## src/core/pmat_defs.svh

```systemverilog
// Constants for the protected-mode address translator.
// Assumes 32-bit linear and physical addresses and 32-bit table entries.
`ifndef PMAT_DEFS_SVH
`define PMAT_DEFS_SVH
`define PMAT_PRESENT_BIT   0
`define PMAT_WRITE_BIT     1
`define PMAT_USER_BIT      2
`define PMAT_PCD_BIT       4
`define PMAT_ACC_BIT       5
`define PMAT_DIRTY_BIT     6
`define PMAT_SEL_TI_BIT    2
`define PMAT_SUPER_MAX_CPL 2'h2
`define PMAT_NUM_SEGS      6
`define PMAT_TLB_ENTRIES   32
`define PMAT_TLB_WAYS      4
`define PMAT_DIR_BASE_RST  32'h00000000
`endif

```

## src/core/pmat_pkg.sv

```systemverilog
// Types shared by the address translator and its surroundings.
// Assumes nothing beyond the constants header.
package pmat_pkg;
    typedef struct packed {
        logic [2:0]  seg;
        logic [31:0] offset;
        logic        write;
        logic [1:0]  current_privilege_level;
    } pmat_req_t;
    typedef struct packed {
        logic [31:0] phys;
        logic        fault;
        logic        nocache;
    } pmat_resp_t;
    typedef struct packed {
        logic        we;
        logic [31:0] addr;
        logic [31:0] wdata;
    } pmat_mem_t;
    typedef struct packed {
        logic [31:0] base;
        logic [19:0] limit;
        logic [7:0]  attr;
    } pmat_seg_t;
    typedef struct packed {
        logic        valid;
        logic [19:0] tag;
        logic [19:0] frame;
        logic        user;
        logic        wr;
        logic        cache_disable_flag;
        logic        dirty;
    } pmat_tlb_t;
    typedef enum logic [7:0] {
        ST_IDLE   = 8'h01,
        ST_DESC0  = 8'h02,
        ST_DESC1  = 8'h04,
        ST_LOOKUP = 8'h08,
        ST_DIR_RD = 8'h10,
        ST_DIR_WR = 8'h20,
        ST_PTE_RD = 8'h40,
        ST_PTE_WR = 8'h80
    } pmat_state_t;
endpackage

```

## src/core/pmat_top.sv

```systemverilog
// Protected-mode address translator: segment cache, paging walk, TLB.
// Assumes core and table memory on mclk; memory answers with a mem_ack pulse.
`include "pmat_defs.svh"
`timescale 1ns/1ps
`default_nettype none
module pmat_top
    import pmat_pkg::*;
#(
    parameter int TLB_ENTRIES = `PMAT_TLB_ENTRIES,
    parameter int TLB_WAYS    = `PMAT_TLB_WAYS
)(
    input  wire logic        mclk,
    input  wire logic        rst_b,
    input  wire logic        req_valid,
    input  wire pmat_req_t   req,
    output logic             req_ready,
    input  wire logic        paging_en,
    input  wire logic        large_page_en,
    input  wire logic        seg_load_valid,
    input  wire logic [2:0]  seg_load_idx,
    input  wire logic [15:0] seg_selector,
    output logic             seg_load_done,
    input  wire logic [31:0] global_descriptor_table_base,
    input  wire logic [31:0] local_descriptor_table_base,
    input  wire logic        dir_base_load,
    input  wire logic [31:0] dir_base_value,
    input  wire logic        single_page_invalidate,
    input  wire logic [31:0] inval_lin_addr,
    output logic             resp_valid,
    output pmat_resp_t       resp,
    output logic             mem_req,
    output pmat_mem_t        mem,
    input  wire logic [31:0] mem_rdata,
    input  wire logic        mem_ack
);
    localparam int SETS = TLB_ENTRIES / TLB_WAYS;
    localparam int SETB = $clog2(SETS);
    localparam int WAYB = $clog2(TLB_WAYS);

    pmat_state_t     st_reg;
    pmat_req_t       req_reg;
    pmat_resp_t      resp_reg;
    pmat_mem_t       mem_reg;
    pmat_seg_t       seg_cache_reg [`PMAT_NUM_SEGS];
    pmat_tlb_t       tlb_reg [TLB_ENTRIES];
    logic [WAYB-1:0] repl_reg [SETS];
    logic [31:0]     directory_base_pointer_reg;
    logic [31:0]     lin_reg;
    logic [31:0]     dir_reg;
    logic [31:0]     desc_lo_reg;
    logic [2:0]      seg_idx_reg;
    logic            req_ready_reg;
    logic            resp_valid_reg;
    logic            seg_done_reg;
    logic            mem_req_reg;
    logic [31:0]     lin_next;
    logic [31:0]     desc_tbl;
    logic [SETB-1:0] set_idx;
    logic [SETB-1:0] inv_set;
    logic            tlb_hit;
    logic [WAYB-1:0] hit_way;
    pmat_tlb_t       hit_ent;
    logic            tlb_use;
    logic            user_lvl;
    logic            pte_user;
    logic            pte_wr;
    logic            pte_bad;
    logic            pte_upd;
    logic            install;
    pmat_tlb_t       new_ent;

    assign req_ready     = req_ready_reg;
    assign resp_valid    = resp_valid_reg;
    assign resp          = resp_reg;
    assign seg_load_done = seg_done_reg;
    assign mem_req       = mem_req_reg;
    assign mem           = mem_reg;

    // Linear address from the hidden segment base; unknown segments use base zero.
    assign lin_next = ((req.seg < 3'(`PMAT_NUM_SEGS)) ? seg_cache_reg[req.seg].base
                      : 32'h00000000) + req.offset;
    assign desc_tbl = seg_selector[`PMAT_SEL_TI_BIT] ? local_descriptor_table_base
                      : global_descriptor_table_base;
    assign set_idx  = lin_reg[12 +: SETB];
    assign inv_set  = inval_lin_addr[12 +: SETB];
    assign user_lvl = req_reg.current_privilege_level > `PMAT_SUPER_MAX_CPL;

    // Associative search of one set. The TLB never watches table writes,
    // so stale entries stay until software flushes them.
    always_comb
    begin
        tlb_hit = 1'b0;
        hit_way = '0;
        hit_ent = '0;
        for (int w = 0; w < TLB_WAYS; w++)
        begin
            if (tlb_reg[int'(set_idx) * TLB_WAYS + w].valid &&
                tlb_reg[int'(set_idx) * TLB_WAYS + w].tag == lin_reg[31:12])
            begin
                tlb_hit = 1'b1;
                hit_way = WAYB'(w);
                hit_ent = tlb_reg[int'(set_idx) * TLB_WAYS + w];
            end
        end
    end

    // A hit is usable unless a first write must still mark the page dirty.
    assign tlb_use = tlb_hit && !(req_reg.write && !hit_ent.dirty);

    // Page entry checks combine directory and page permissions.
    assign pte_user = dir_reg[`PMAT_USER_BIT] & mem_rdata[`PMAT_USER_BIT];
    assign pte_wr   = dir_reg[`PMAT_WRITE_BIT] & mem_rdata[`PMAT_WRITE_BIT];
    assign pte_bad  = (user_lvl && !pte_user) || (req_reg.write && !pte_wr);
    assign pte_upd  = !mem_rdata[`PMAT_ACC_BIT] ||
                      (req_reg.write && !mem_rdata[`PMAT_DIRTY_BIT]);
    assign install  = mem_ack && ((st_reg == ST_PTE_WR) || ((st_reg == ST_PTE_RD) &&
                      mem_rdata[`PMAT_PRESENT_BIT] && !pte_bad && !pte_upd));

    // Entry to install; after a write-back the written word is the truth.
    always_comb
    begin
        new_ent       = '0;
        new_ent.valid = 1'b1;
        new_ent.tag   = lin_reg[31:12];
        if (st_reg == ST_PTE_WR)
        begin
            new_ent.frame = mem_reg.wdata[31:12];
            new_ent.dirty = mem_reg.wdata[`PMAT_DIRTY_BIT];
            new_ent.cache_disable_flag   = mem_reg.wdata[`PMAT_PCD_BIT] | dir_reg[`PMAT_PCD_BIT];
            new_ent.user  = dir_reg[`PMAT_USER_BIT] & mem_reg.wdata[`PMAT_USER_BIT];
            new_ent.wr    = dir_reg[`PMAT_WRITE_BIT] & mem_reg.wdata[`PMAT_WRITE_BIT];
        end
        else
        begin
            new_ent.frame = mem_rdata[31:12];
            new_ent.dirty = mem_rdata[`PMAT_DIRTY_BIT];
            new_ent.cache_disable_flag   = mem_rdata[`PMAT_PCD_BIT] | dir_reg[`PMAT_PCD_BIT];
            new_ent.user  = pte_user;
            new_ent.wr    = pte_wr;
        end
    end

    // Directory base register; loading it also flushes the TLB below.
    always_ff @(posedge mclk or negedge rst_b)
    begin
        if (!rst_b)
            directory_base_pointer_reg <= `PMAT_DIR_BASE_RST;
        else if (dir_base_load)
            directory_base_pointer_reg <= dir_base_value;
    end

    // TLB storage. A flush wins over a same-cycle install, since the
    // walk may have used tables from the old directory.
    always_ff @(posedge mclk or negedge rst_b)
    begin
        if (!rst_b)
        begin
            for (int i = 0; i < TLB_ENTRIES; i++)
                tlb_reg[i] <= '0;
            for (int s = 0; s < SETS; s++)
                repl_reg[s] <= '0;
        end
        else if (dir_base_load)
        begin
            for (int i = 0; i < TLB_ENTRIES; i++)
                tlb_reg[i].valid <= 1'b0;
        end
        else
        begin
            if (install)
            begin
                tlb_reg[int'(set_idx) * TLB_WAYS +
                        int'(tlb_hit ? hit_way : repl_reg[set_idx])] <= new_ent;
                if (!tlb_hit)
                    repl_reg[set_idx] <= repl_reg[set_idx] + 1'b1;
            end
            if (single_page_invalidate)
            begin
                for (int w = 0; w < TLB_WAYS; w++)
                begin
                    if (tlb_reg[int'(inv_set) * TLB_WAYS + w].tag == inval_lin_addr[31:12])
                        tlb_reg[int'(inv_set) * TLB_WAYS + w].valid <= 1'b0;
                end
            end
        end
    end

    // Hidden segment descriptor cache, filled by the second descriptor word.
    always_ff @(posedge mclk or negedge rst_b)
    begin
        if (!rst_b)
        begin
            for (int i = 0; i < `PMAT_NUM_SEGS; i++)
                seg_cache_reg[i] <= '0;
        end
        else if (st_reg == ST_DESC1 && mem_ack && seg_idx_reg < 3'(`PMAT_NUM_SEGS))
        begin
            seg_cache_reg[seg_idx_reg].base  <= {mem_rdata[31:24], mem_rdata[7:0],
                                                 desc_lo_reg[31:16]};
            seg_cache_reg[seg_idx_reg].limit <= {mem_rdata[19:16], desc_lo_reg[15:0]};
            seg_cache_reg[seg_idx_reg].attr  <= mem_rdata[15:8];
        end
    end

    // Sequencer: descriptor fetch, lookup, walk and answer. Write-backs only
    // OR in flag bits, so ignored and reserved bits survive.
    always_ff @(posedge mclk or negedge rst_b)
    begin
        if (!rst_b)
        begin
            st_reg         <= ST_IDLE;
            req_reg        <= '0;
            resp_reg       <= '0;
            mem_reg        <= '0;
            lin_reg        <= 32'h00000000;
            dir_reg        <= 32'h00000000;
            desc_lo_reg    <= 32'h00000000;
            seg_idx_reg    <= 3'h0;
            req_ready_reg  <= 1'b1;
            resp_valid_reg <= 1'b0;
            seg_done_reg   <= 1'b0;
            mem_req_reg    <= 1'b0;
        end
        else
        begin
            resp_valid_reg <= 1'b0;
            seg_done_reg   <= 1'b0;
            if (mem_ack)
                mem_req_reg <= 1'b0;
            unique case (st_reg)
                ST_IDLE:
                    if (req_ready_reg && seg_load_valid)
                    begin
                        seg_idx_reg   <= seg_load_idx;
                        mem_req_reg   <= 1'b1;
                        mem_reg       <= '{1'b0, desc_tbl + {16'h0000, seg_selector[15:3],
                                           3'h0}, 32'h00000000};
                        req_ready_reg <= 1'b0;
                        st_reg        <= ST_DESC0;
                    end
                    else if (req_ready_reg && req_valid)
                    begin
                        req_reg       <= req;
                        lin_reg       <= lin_next;
                        req_ready_reg <= 1'b0;
                        st_reg        <= ST_LOOKUP;
                    end
                ST_DESC0:
                    if (mem_ack)
                    begin
                        desc_lo_reg   <= mem_rdata;
                        mem_req_reg   <= 1'b1;
                        mem_reg.addr  <= mem_reg.addr + 32'h00000004;
                        st_reg        <= ST_DESC1;
                    end
                ST_DESC1:
                    if (mem_ack)
                    begin
                        seg_done_reg  <= 1'b1;
                        req_ready_reg <= 1'b1;
                        st_reg        <= ST_IDLE;
                    end
                ST_LOOKUP:
                    if (!paging_en)
                    begin
                        resp_reg       <= '{lin_reg, 1'b0, 1'b0};
                        resp_valid_reg <= 1'b1;
                        req_ready_reg  <= 1'b1;
                        st_reg         <= ST_IDLE;
                    end
                    else if (tlb_use)
                    begin
                        resp_reg.phys    <= {hit_ent.frame, lin_reg[11:0]};
                        resp_reg.fault   <= (user_lvl && !hit_ent.user) ||
                                            (req_reg.write && !hit_ent.wr);
                        resp_reg.nocache <= hit_ent.cache_disable_flag;
                        resp_valid_reg   <= 1'b1;
                        req_ready_reg    <= 1'b1;
                        st_reg           <= ST_IDLE;
                    end
                    else
                    begin
                        mem_req_reg <= 1'b1;
                        mem_reg     <= '{1'b0, {directory_base_pointer_reg[31:12],
                                         lin_reg[31:22], 2'b00}, 32'h00000000};
                        st_reg      <= ST_DIR_RD;
                    end
                ST_DIR_RD:
                    if (mem_ack)
                    begin
                        dir_reg <= mem_rdata;
                        if (!mem_rdata[`PMAT_PRESENT_BIT] || (large_page_en &&
                            ((user_lvl && !mem_rdata[`PMAT_USER_BIT]) ||
                             (req_reg.write && !mem_rdata[`PMAT_WRITE_BIT]))))
                        begin
                            resp_reg       <= '{32'h00000000, 1'b1, 1'b0};
                            resp_valid_reg <= 1'b1;
                            req_ready_reg  <= 1'b1;
                            st_reg         <= ST_IDLE;
                        end
                        else if (!mem_rdata[`PMAT_ACC_BIT])
                        begin
                            mem_req_reg   <= 1'b1;
                            mem_reg.we    <= 1'b1;
                            mem_reg.wdata <= mem_rdata | (32'h1 << `PMAT_ACC_BIT);
                            st_reg        <= ST_DIR_WR;
                        end
                        else if (large_page_en)
                        begin
                            // 1 MByte pages are not kept in the TLB.
                            resp_reg       <= '{{mem_rdata[31:20], lin_reg[19:0]}, 1'b0,
                                                mem_rdata[`PMAT_PCD_BIT]};
                            resp_valid_reg <= 1'b1;
                            req_ready_reg  <= 1'b1;
                            st_reg         <= ST_IDLE;
                        end
                        else
                        begin
                            mem_req_reg <= 1'b1;
                            mem_reg     <= '{1'b0, {mem_rdata[31:12], lin_reg[21:12],
                                             2'b00}, 32'h00000000};
                            st_reg      <= ST_PTE_RD;
                        end
                    end
                ST_DIR_WR:
                    if (mem_ack && large_page_en)
                    begin
                        resp_reg       <= '{{dir_reg[31:20], lin_reg[19:0]}, 1'b0,
                                            dir_reg[`PMAT_PCD_BIT]};
                        resp_valid_reg <= 1'b1;
                        req_ready_reg  <= 1'b1;
                        st_reg         <= ST_IDLE;
                    end
                    else if (mem_ack)
                    begin
                        mem_req_reg <= 1'b1;
                        mem_reg     <= '{1'b0, {dir_reg[31:12], lin_reg[21:12], 2'b00},
                                         32'h00000000};
                        st_reg      <= ST_PTE_RD;
                    end
                ST_PTE_RD:
                    if (mem_ack && (!mem_rdata[`PMAT_PRESENT_BIT] || pte_bad))
                    begin
                        resp_reg       <= '{32'h00000000, 1'b1, 1'b0};
                        resp_valid_reg <= 1'b1;
                        req_ready_reg  <= 1'b1;
                        st_reg         <= ST_IDLE;
                    end
                    else if (mem_ack && pte_upd)
                    begin
                        mem_req_reg   <= 1'b1;
                        mem_reg.we    <= 1'b1;
                        mem_reg.wdata <= mem_rdata | (32'h1 << `PMAT_ACC_BIT) |
                                         (req_reg.write ? (32'h1 << `PMAT_DIRTY_BIT)
                                          : 32'h0);
                        st_reg        <= ST_PTE_WR;
                    end
                    else if (mem_ack)
                    begin
                        resp_reg       <= '{{mem_rdata[31:12], lin_reg[11:0]}, 1'b0,
                                            new_ent.cache_disable_flag};
                        resp_valid_reg <= 1'b1;
                        req_ready_reg  <= 1'b1;
                        st_reg         <= ST_IDLE;
                    end
                ST_PTE_WR:
                    if (mem_ack)
                    begin
                        resp_reg       <= '{{mem_reg.wdata[31:12], lin_reg[11:0]}, 1'b0,
                                            new_ent.cache_disable_flag};
                        resp_valid_reg <= 1'b1;
                        req_ready_reg  <= 1'b1;
                        st_reg         <= ST_IDLE;
                    end
            endcase
        end
    end
endmodule
`default_nettype wire

```

## config.mk

```make
export PLATFORM = sky130hd
export DESIGN_NAME = pmat_top
export DESIGN_NICKNAME = d
export VERILOG_FILES = /design/src/core/pmat_pkg.sv /design/src/core/pmat_top.sv
export VERILOG_INCLUDE_DIRS = /design/src /design/src/core
export SDC_FILE = /design/constraint.sdc
export NUM_CORES = 2
export LEC_CHECK = 0
export BUFFER_PORTS_ARGS = -buffer_cell sky130_fd_sc_hd__buf_2
export CAP_MARGIN = 0
export CORE_UTILIZATION = 50
export DETAILED_ROUTE_END_ITERATION = 12
export PLACE_DENSITY = 0.68
export REMOVE_ABC_BUFFERS = 1
export SLEW_MARGIN = 15
export SYNTH_ARGS = -nofsm -noshare
export SYNTH_HDL_FRONTEND = slang
export SYNTH_SLANG_ARGS = --single-unit
export TNS_END_PERCENT = 5
```

## constraint.sdc

```tcl
create_clock -name mclk -period 8.46 [get_ports mclk]
set_clock_uncertainty 0.2 [all_clocks]
set_input_delay 0.846 -clock mclk [delete_from_list [all_inputs] [get_ports mclk]]
set_output_delay 0.846 -clock mclk [all_outputs]
set_load 0.02 [all_outputs]
```

* Word-level counts from Yosys, hierarchy flattened
Index checks and enable logic that the tools add are counted.
Word-level totals: register bits after elaboration 2061, input bits 226, output and inout bits 103, word-level logic and storage cells 630
Operators by class: $add $sub $neg 11, order comparisons 22, equal/unequal tests 38, multiplexer cells 202, bitwise logic cells 22, reductions and logical operators 67
Operators by type and width (count):
- 2-to-1 mux 1440 bit | 13
- bitwise mux 1440 bit | 5
- binary-select mux 45 bit (select 5 bit) | 8
- demux 45 bit (select 5 bit) | 5
- bitwise mux 360 bit | 3
- 2-to-1 mux 45 bit | 13
- demux 60 bit (select 3 bit) | 3
- 2-to-1 mux 65 bit | 8
- 2-to-1 mux 34 bit | 11
- 2-to-1 mux 44 bit | 8
- one-hot mux 32 bit (5 select lines) | 2
- greater-or-equal comparator 32 x 6 -> 1 bit (second input constant) | 9
- 2-to-1 mux 32 bit | 7
- NOT 6 -> 32 bit | 7
- binary-select mux 60 bit (select 3 bit) | 1
- 2-to-1 mux 60 bit | 3
- one-hot mux 34 bit (5 select lines) | 1
- equality test 20 bit | 8
- less-than comparator 32 x 1 -> 1 bit (second input constant) | 5
- 2-to-1 mux 24 bit | 5
- 2-to-1 mux 8 bit | 11
- 2-to-1 mux 1 bit | 75
- NOT 5 -> 32 bit | 2
- one-hot mux 8 bit (7 select lines) | 1
- other kinds (49) | 148

* Longest topological paths before layout
depth in word-level cells 36, mapped depth 21, gate-level depth less buffers 17

* Worst setup path before layout
No wires, ideal clock.
path kind input to register, from in seg_selector[2], to reg mem_reg (netlist bit mem[56]), setup time 0.121 ns, data arrival time 5.251 ns, required time 8.139 ns, setup slack 2.888 ns, stages 19, buffers on the path 5, cell sequence clkbuf_1 > buf_1 > buf_1 > clkbuf_1 > buf_1 > mux2i_1 > inv_1 > ha_1 > a21o_1 > a21oi_1 > nand2b_1 > a211oi_1 > nor3_1 > nor3_1 > o31ai_1 > nor2_1 > xnor2_1 > o211ai_1 > a22o_1
On the way: cells in the longest elaborated chain, start to end 4
Ends and longest elaborated chain:
- start: declaration | line pmat_top.sv:21 | input wire logic [15:0] seg_selector,
- 2-to-1 mux 32 bit | line pmat_top.sv:82 | assign desc_tbl = seg_selector[`PMAT_SEL_TI_BIT] ? local_descriptor_table_base
- adder 32 x 16 -> 32 bit | line pmat_top.sv:236 | mem_reg <= '{1'b0, desc_tbl + {16'h0000, seg_selector[15:3],
- 2-to-1 mux 65 bit | line pmat_top.sv:232 | if (req_ready_reg && seg_load_valid)
- one-hot mux 32 bit (5 select lines) | line pmat_top.sv:230 | unique case (st_reg)
- end signal: assignment | line pmat_top.sv:236
- end signal: assignment | line pmat_top.sv:284 | mem_reg <= '{1'b0, {directory_base_pointer_reg[31:12],
- end signal: assignment | line pmat_top.sv:320 | mem_reg <= '{1'b0, {mem_rdata[31:12], lin_reg[21:12],
- end: declaration | line pmat_top.sv:43 | pmat_mem_t mem_reg;
No other way between the ends. The select of a mux whose other input is x is not followed. A chain may end at the register's enable or synchronous reset.

* Worst setup path in the final report
from reg lin_reg[13], to reg tlb_reg[362] (netlist bit)
On the way: cells in the longest elaborated chain, start to end 35, elaborated cells between the ends (all ways) 64, classes of those cells 4 x add/sub; 2 x order compare; 4 x eq/ne; 43 x mux; 6 x bitwise; 5 x reduce/logical
Ends and longest elaborated chain:
- start: declaration | line pmat_top.sv:48 | logic [31:0] lin_reg;
- start signal: assignment | line pmat_top.sv:244 | lin_reg <= lin_next;
- adder 5 x 1 -> 6 bit / NOT 5 -> 32 bit (equally long branches) | line pmat_top.sv:97, pmat_top.sv:98
- NOT 6 -> 32 bit (not written as such) / binary-select mux 45 bit (select 5 bit) (equally long branches) | line pmat_top.sv:97, pmat_top.sv:98
- binary-select mux 45 bit (select 5 bit) / 2-to-1 mux 45 bit (equally long branches)
- 2-to-1 mux 45 bit
- 2-to-1 mux 45 bit / equality test 20 bit (equally long branches)
- equality test 20 bit / logical AND 1 bit (equally long branches) | line pmat_top.sv:98, pmat_top.sv:97
- logical AND 1 bit / 2-to-1 mux 1 bit (equally long branches) | line pmat_top.sv:97 | if (tlb_reg[int'(set_idx) * TLB_WAYS + w].valid &&
- 2-to-1 mux 1 bit | line pmat_top.sv:97
- (+19 left out)
- 2-to-1 mux 1440 bit | line pmat_top.sv:163 | else if (dir_base_load)
- bitwise mux 1440 bit | line pmat_top.sv:182 | tlb_reg[int'(inv_set) * TLB_WAYS + w].valid <= 1'b0;
- 2-to-1 mux 1440 bit | line pmat_top.sv:181 | if (tlb_reg[int'(inv_set) * TLB_WAYS + w].tag == inval_lin_addr[31:12])
- 2-to-1 mux 1440 bit | line pmat_top.sv:177 | if (single_page_invalidate)
- 2-to-1 mux 1440 bit | line pmat_top.sv:163
- bitwise mux 1440 bit | line pmat_top.sv:182
- 2-to-1 mux 1440 bit | line pmat_top.sv:181
- 2-to-1 mux 1440 bit * | line pmat_top.sv:177
- end: declaration | line pmat_top.sv:45 | pmat_tlb_t tlb_reg [TLB_ENTRIES];
Every way passes the cells marked *; elsewhere a longest branch is shown, timed or not. The select of a mux whose other input is x is not followed.

==> impl_metrics.toml <==
[placed_design]
dpl.hpwl_mm = 202
place_ws_ps = 1920
port_buffers = 302
routabilityCongestion = 0.977

[yosys]
synth-seq-area-share_pct = 51.6
syn-cell-area_um2 = 90000
yosys.area.top_type = "dfrtp_1"
synthFlopType = "dfrtp_1"
ys_seq_elements = 1855
synth_edf_count = 0
netlist_instances = 8301
synth_top_area_share_pct = 51.5
avgSynthCellArea_um2 = 10.8
synth.yosys.warnings = 0
ys_types = 88
async_reset_ff_share_pct = 100
synthTopCellsByArea = "dfrtp_1, mux2_2, o21ai_0"

[critical_path]
criticalPathCategory = "reg -> reg"
cp_top_family = "simple AND/OR/NAND/NOR gates"
critPathRequiredTime_ps = 8950
max_stage_delay_ps = 920
crit_top_cell = "buf_4"
cp_num_buf_inv = 5
cp_max_fo = 40
endpoint_kind = "flip-flop"
cpMaxStageDelayCell = "dfrtp_4"
cp_cell_sequence = "buf_4 -> nor3b_4 -> buf_4 -> nand2_1 -> o211ai_1 -> xor2_1 -> nor3_1 -> nand4_1 -> inv_1 -> o41ai_4 -> buf_4 -> nand2_4 -> buf_4 -> nand2_1 -> o21ai_0"
arrival_ps = 7500
cp-start-kind = "flip-flop"

[routing]
wl_mm = 327
top_layer = "met5"
drt_iter0_drc = 9905
postRouteAntennaNets = 0
wl_per_cell_um = 30.2
wirelength_met1_mm = 128
wl_met2_mm = 140
via_per_inst = 6.71
routed-via-count = 72600
drc = 0
firstDrtPassIters = 9
dr_wl_met3_mm = 38.2

[timing]
timing.final.crit_share_pct = 82.9
setup_slack_ps = 1450
finalSetupTns_ps = 0
rsz0062_at_grt = "no"
maxSlewViolCount = 0
worst_pin_slew_ps = 1350
setup_viol = 0
holdWs_ps = 34.8
max_freq_mhz = 143
hold_viol = 0
period_needed_ps = 7010
maxSlewHeadroom_pct = 9.95

[power]
seq_power_share_pct = 40.2
p_leak_nw = 46.0
power.density_nw_per_um2 = 245
clkPwrFrac_pct = 34.0
ir_drop_uv = 215
combPwrFrac_pct = 25.9
finalPower_mw = 24.6
p_sw_mw = 8.67
p_int_mw = 15.9
p_sw_share_pct = 35.2

[global_routing]
grt_pass1_wl_mm = 476
grt_pass1_vias = 70100
grt_max_degree = 187
antenna_found_initial = 14
grt.total_usage_pct = 35.4
overflow = 0

[clock_network]
clockBufferDepth = 3
clkTransAtPathRegs_ps = 70
cts-resized-gates = 0
htree_levels = 4
cts_sinks = 1855
ctsHoldBuffers = 4
cts-buffers-inserted = 186
clock_latency_ps = 860
cts_tree = "yes"
clockRootBuffer = "clkbuf_16"
post_cts_buffers = 0

[die]
die_y_um = 426
fp.dieArea_um2 = 182000
core-area_um2 = 179000
initial_core_util_pct = 50.4
fp-row-count = 155
pin_count = 329
chipWidth_um = 426

[cells_and_area]
drive_gt1_share_pct = 23.8
syn_to_final_growth_pct = 11.7
final_common_cell = "dfrtp_1"
largest_reg_flops = 1440
fin_nets = 8570
final_cell_mix = "dfrtp_1, nand2_1, o21ai_0, mux2_2, a22oi_1"

[run]
drv_cap = 0

[worst_hold_path]
hold_path_class = "in -> reg"

[run_status]
status = "finished, final reports clean"
metrics by stage:
stage,std cells,area [um2],util [%]
global route,10800,101000,56.3
detailed placement,10500,94400,52.8
global placement,10500,94400,52.8
CTS,10800,100000,56.3
finish,10800,101000,56.3
floorplan,7546,86900,-
power by group through the flow:
| stage | Clock (mW) | Combinational, mW | Sequential, mW |
|---|---|---|---|
| after detailed placement | 0 | 6.12 | 10.0 |
| after global placement | 0 | 6.06 | 9.98 |
| after floorplan | 0 | 2.89 | 10.3 |
| final | 8.37 | 6.36 | 9.88 |
| after global routing | 8.76 | 6.54 | 9.92 |
| after CTS | 8.40 | 6.14 | 9.85 |
routing by layer:
| metal | global-route usage (%) | vias to the layer above |
|---|---|---|
| met4 | 19.7 | 4 |
| met5 | 0.159 | - |
| met2 | 51.2 | 4383 |
| li1 | - | 30300 |
| met3 | 10.2 | 1039 |
| met1 | 47.9 | 36900 |
worst register-to-register path, cell delays in order (launching register included):
cell and delay (ps):
dfrtp_4 920, buf_4 540, nor3b_4 840, buf_4 420, nand2_1 100, o211ai_1 110, xor2_1 400, nor3_1 110
nand4_1 530, inv_1 330, o41ai_4 880, buf_4 350, nand2_4 450, buf_4 480, nand2_1 140, o21ai_0 80
cells in the mapped netlist, types with 104 or more instances:
master / number
nand2_1: 1093
nand3_1: 129
o21ai_0: 968
a21oi_1: 179
xnor2_1: 104
mux2i_1: 251
mux2_2: 954
a221oi_1: 138
dfrtp_1: 1853
buf_2: 113
nor2_1: 167
clkbuf_1: 556
a22oi_1: 398
layout make-up:
type / count / area, um2
flip-flops and latches: 1855 / 46400
clock buffers: 290 / 5520
well taps: 2355 / 2950
multi-input cells: 5607 / 40800
repair buffers: 563 / 3990
inverters: 84 / 317
diodes: 8 / 20.0
fillers: 14900 / 78000
clock inverters: 49 / 586
final timing paths:
kind	from	endpoint	slack, ps	cells past startpoint
max reg2reg	lin_reg[13]	tlb_reg[362]	1450	15
min in group asynchronous	rst_b	tlb_reg[1203]	490	2
max in group asynchronous	rst_b	mem[61]	5460	4
min	dir_base_value[26]	directory_base_pointer_reg[26]	30	2
max	lin_reg[13]	tlb_reg[362]	1450	15
min reg2reg	tlb_reg[871]	tlb_reg[871]	270	2
kinds of logic (layout without fill, tap and decap cells):
family / count (synthesis) / in the layout / share of synthesized area, %
AO/OA/AOI/OAI: 2226 / 2226 / 16.0
XOR/XNOR: 191 / 191 / 1.86
adder cells (fa/ha/maj): 47 / 47 / 0.670
buffers and inverters: 839 / 986 / 3.77
flip-flops: 1855 / 1855 / 51.6
multiplexers: 1295 / 1295 / 17.0
other: 0 / 8 / 0
AND/OR/NAND/NOR: 1848 / 1848 / 9.19
Power figures use the tool's default switching activity.
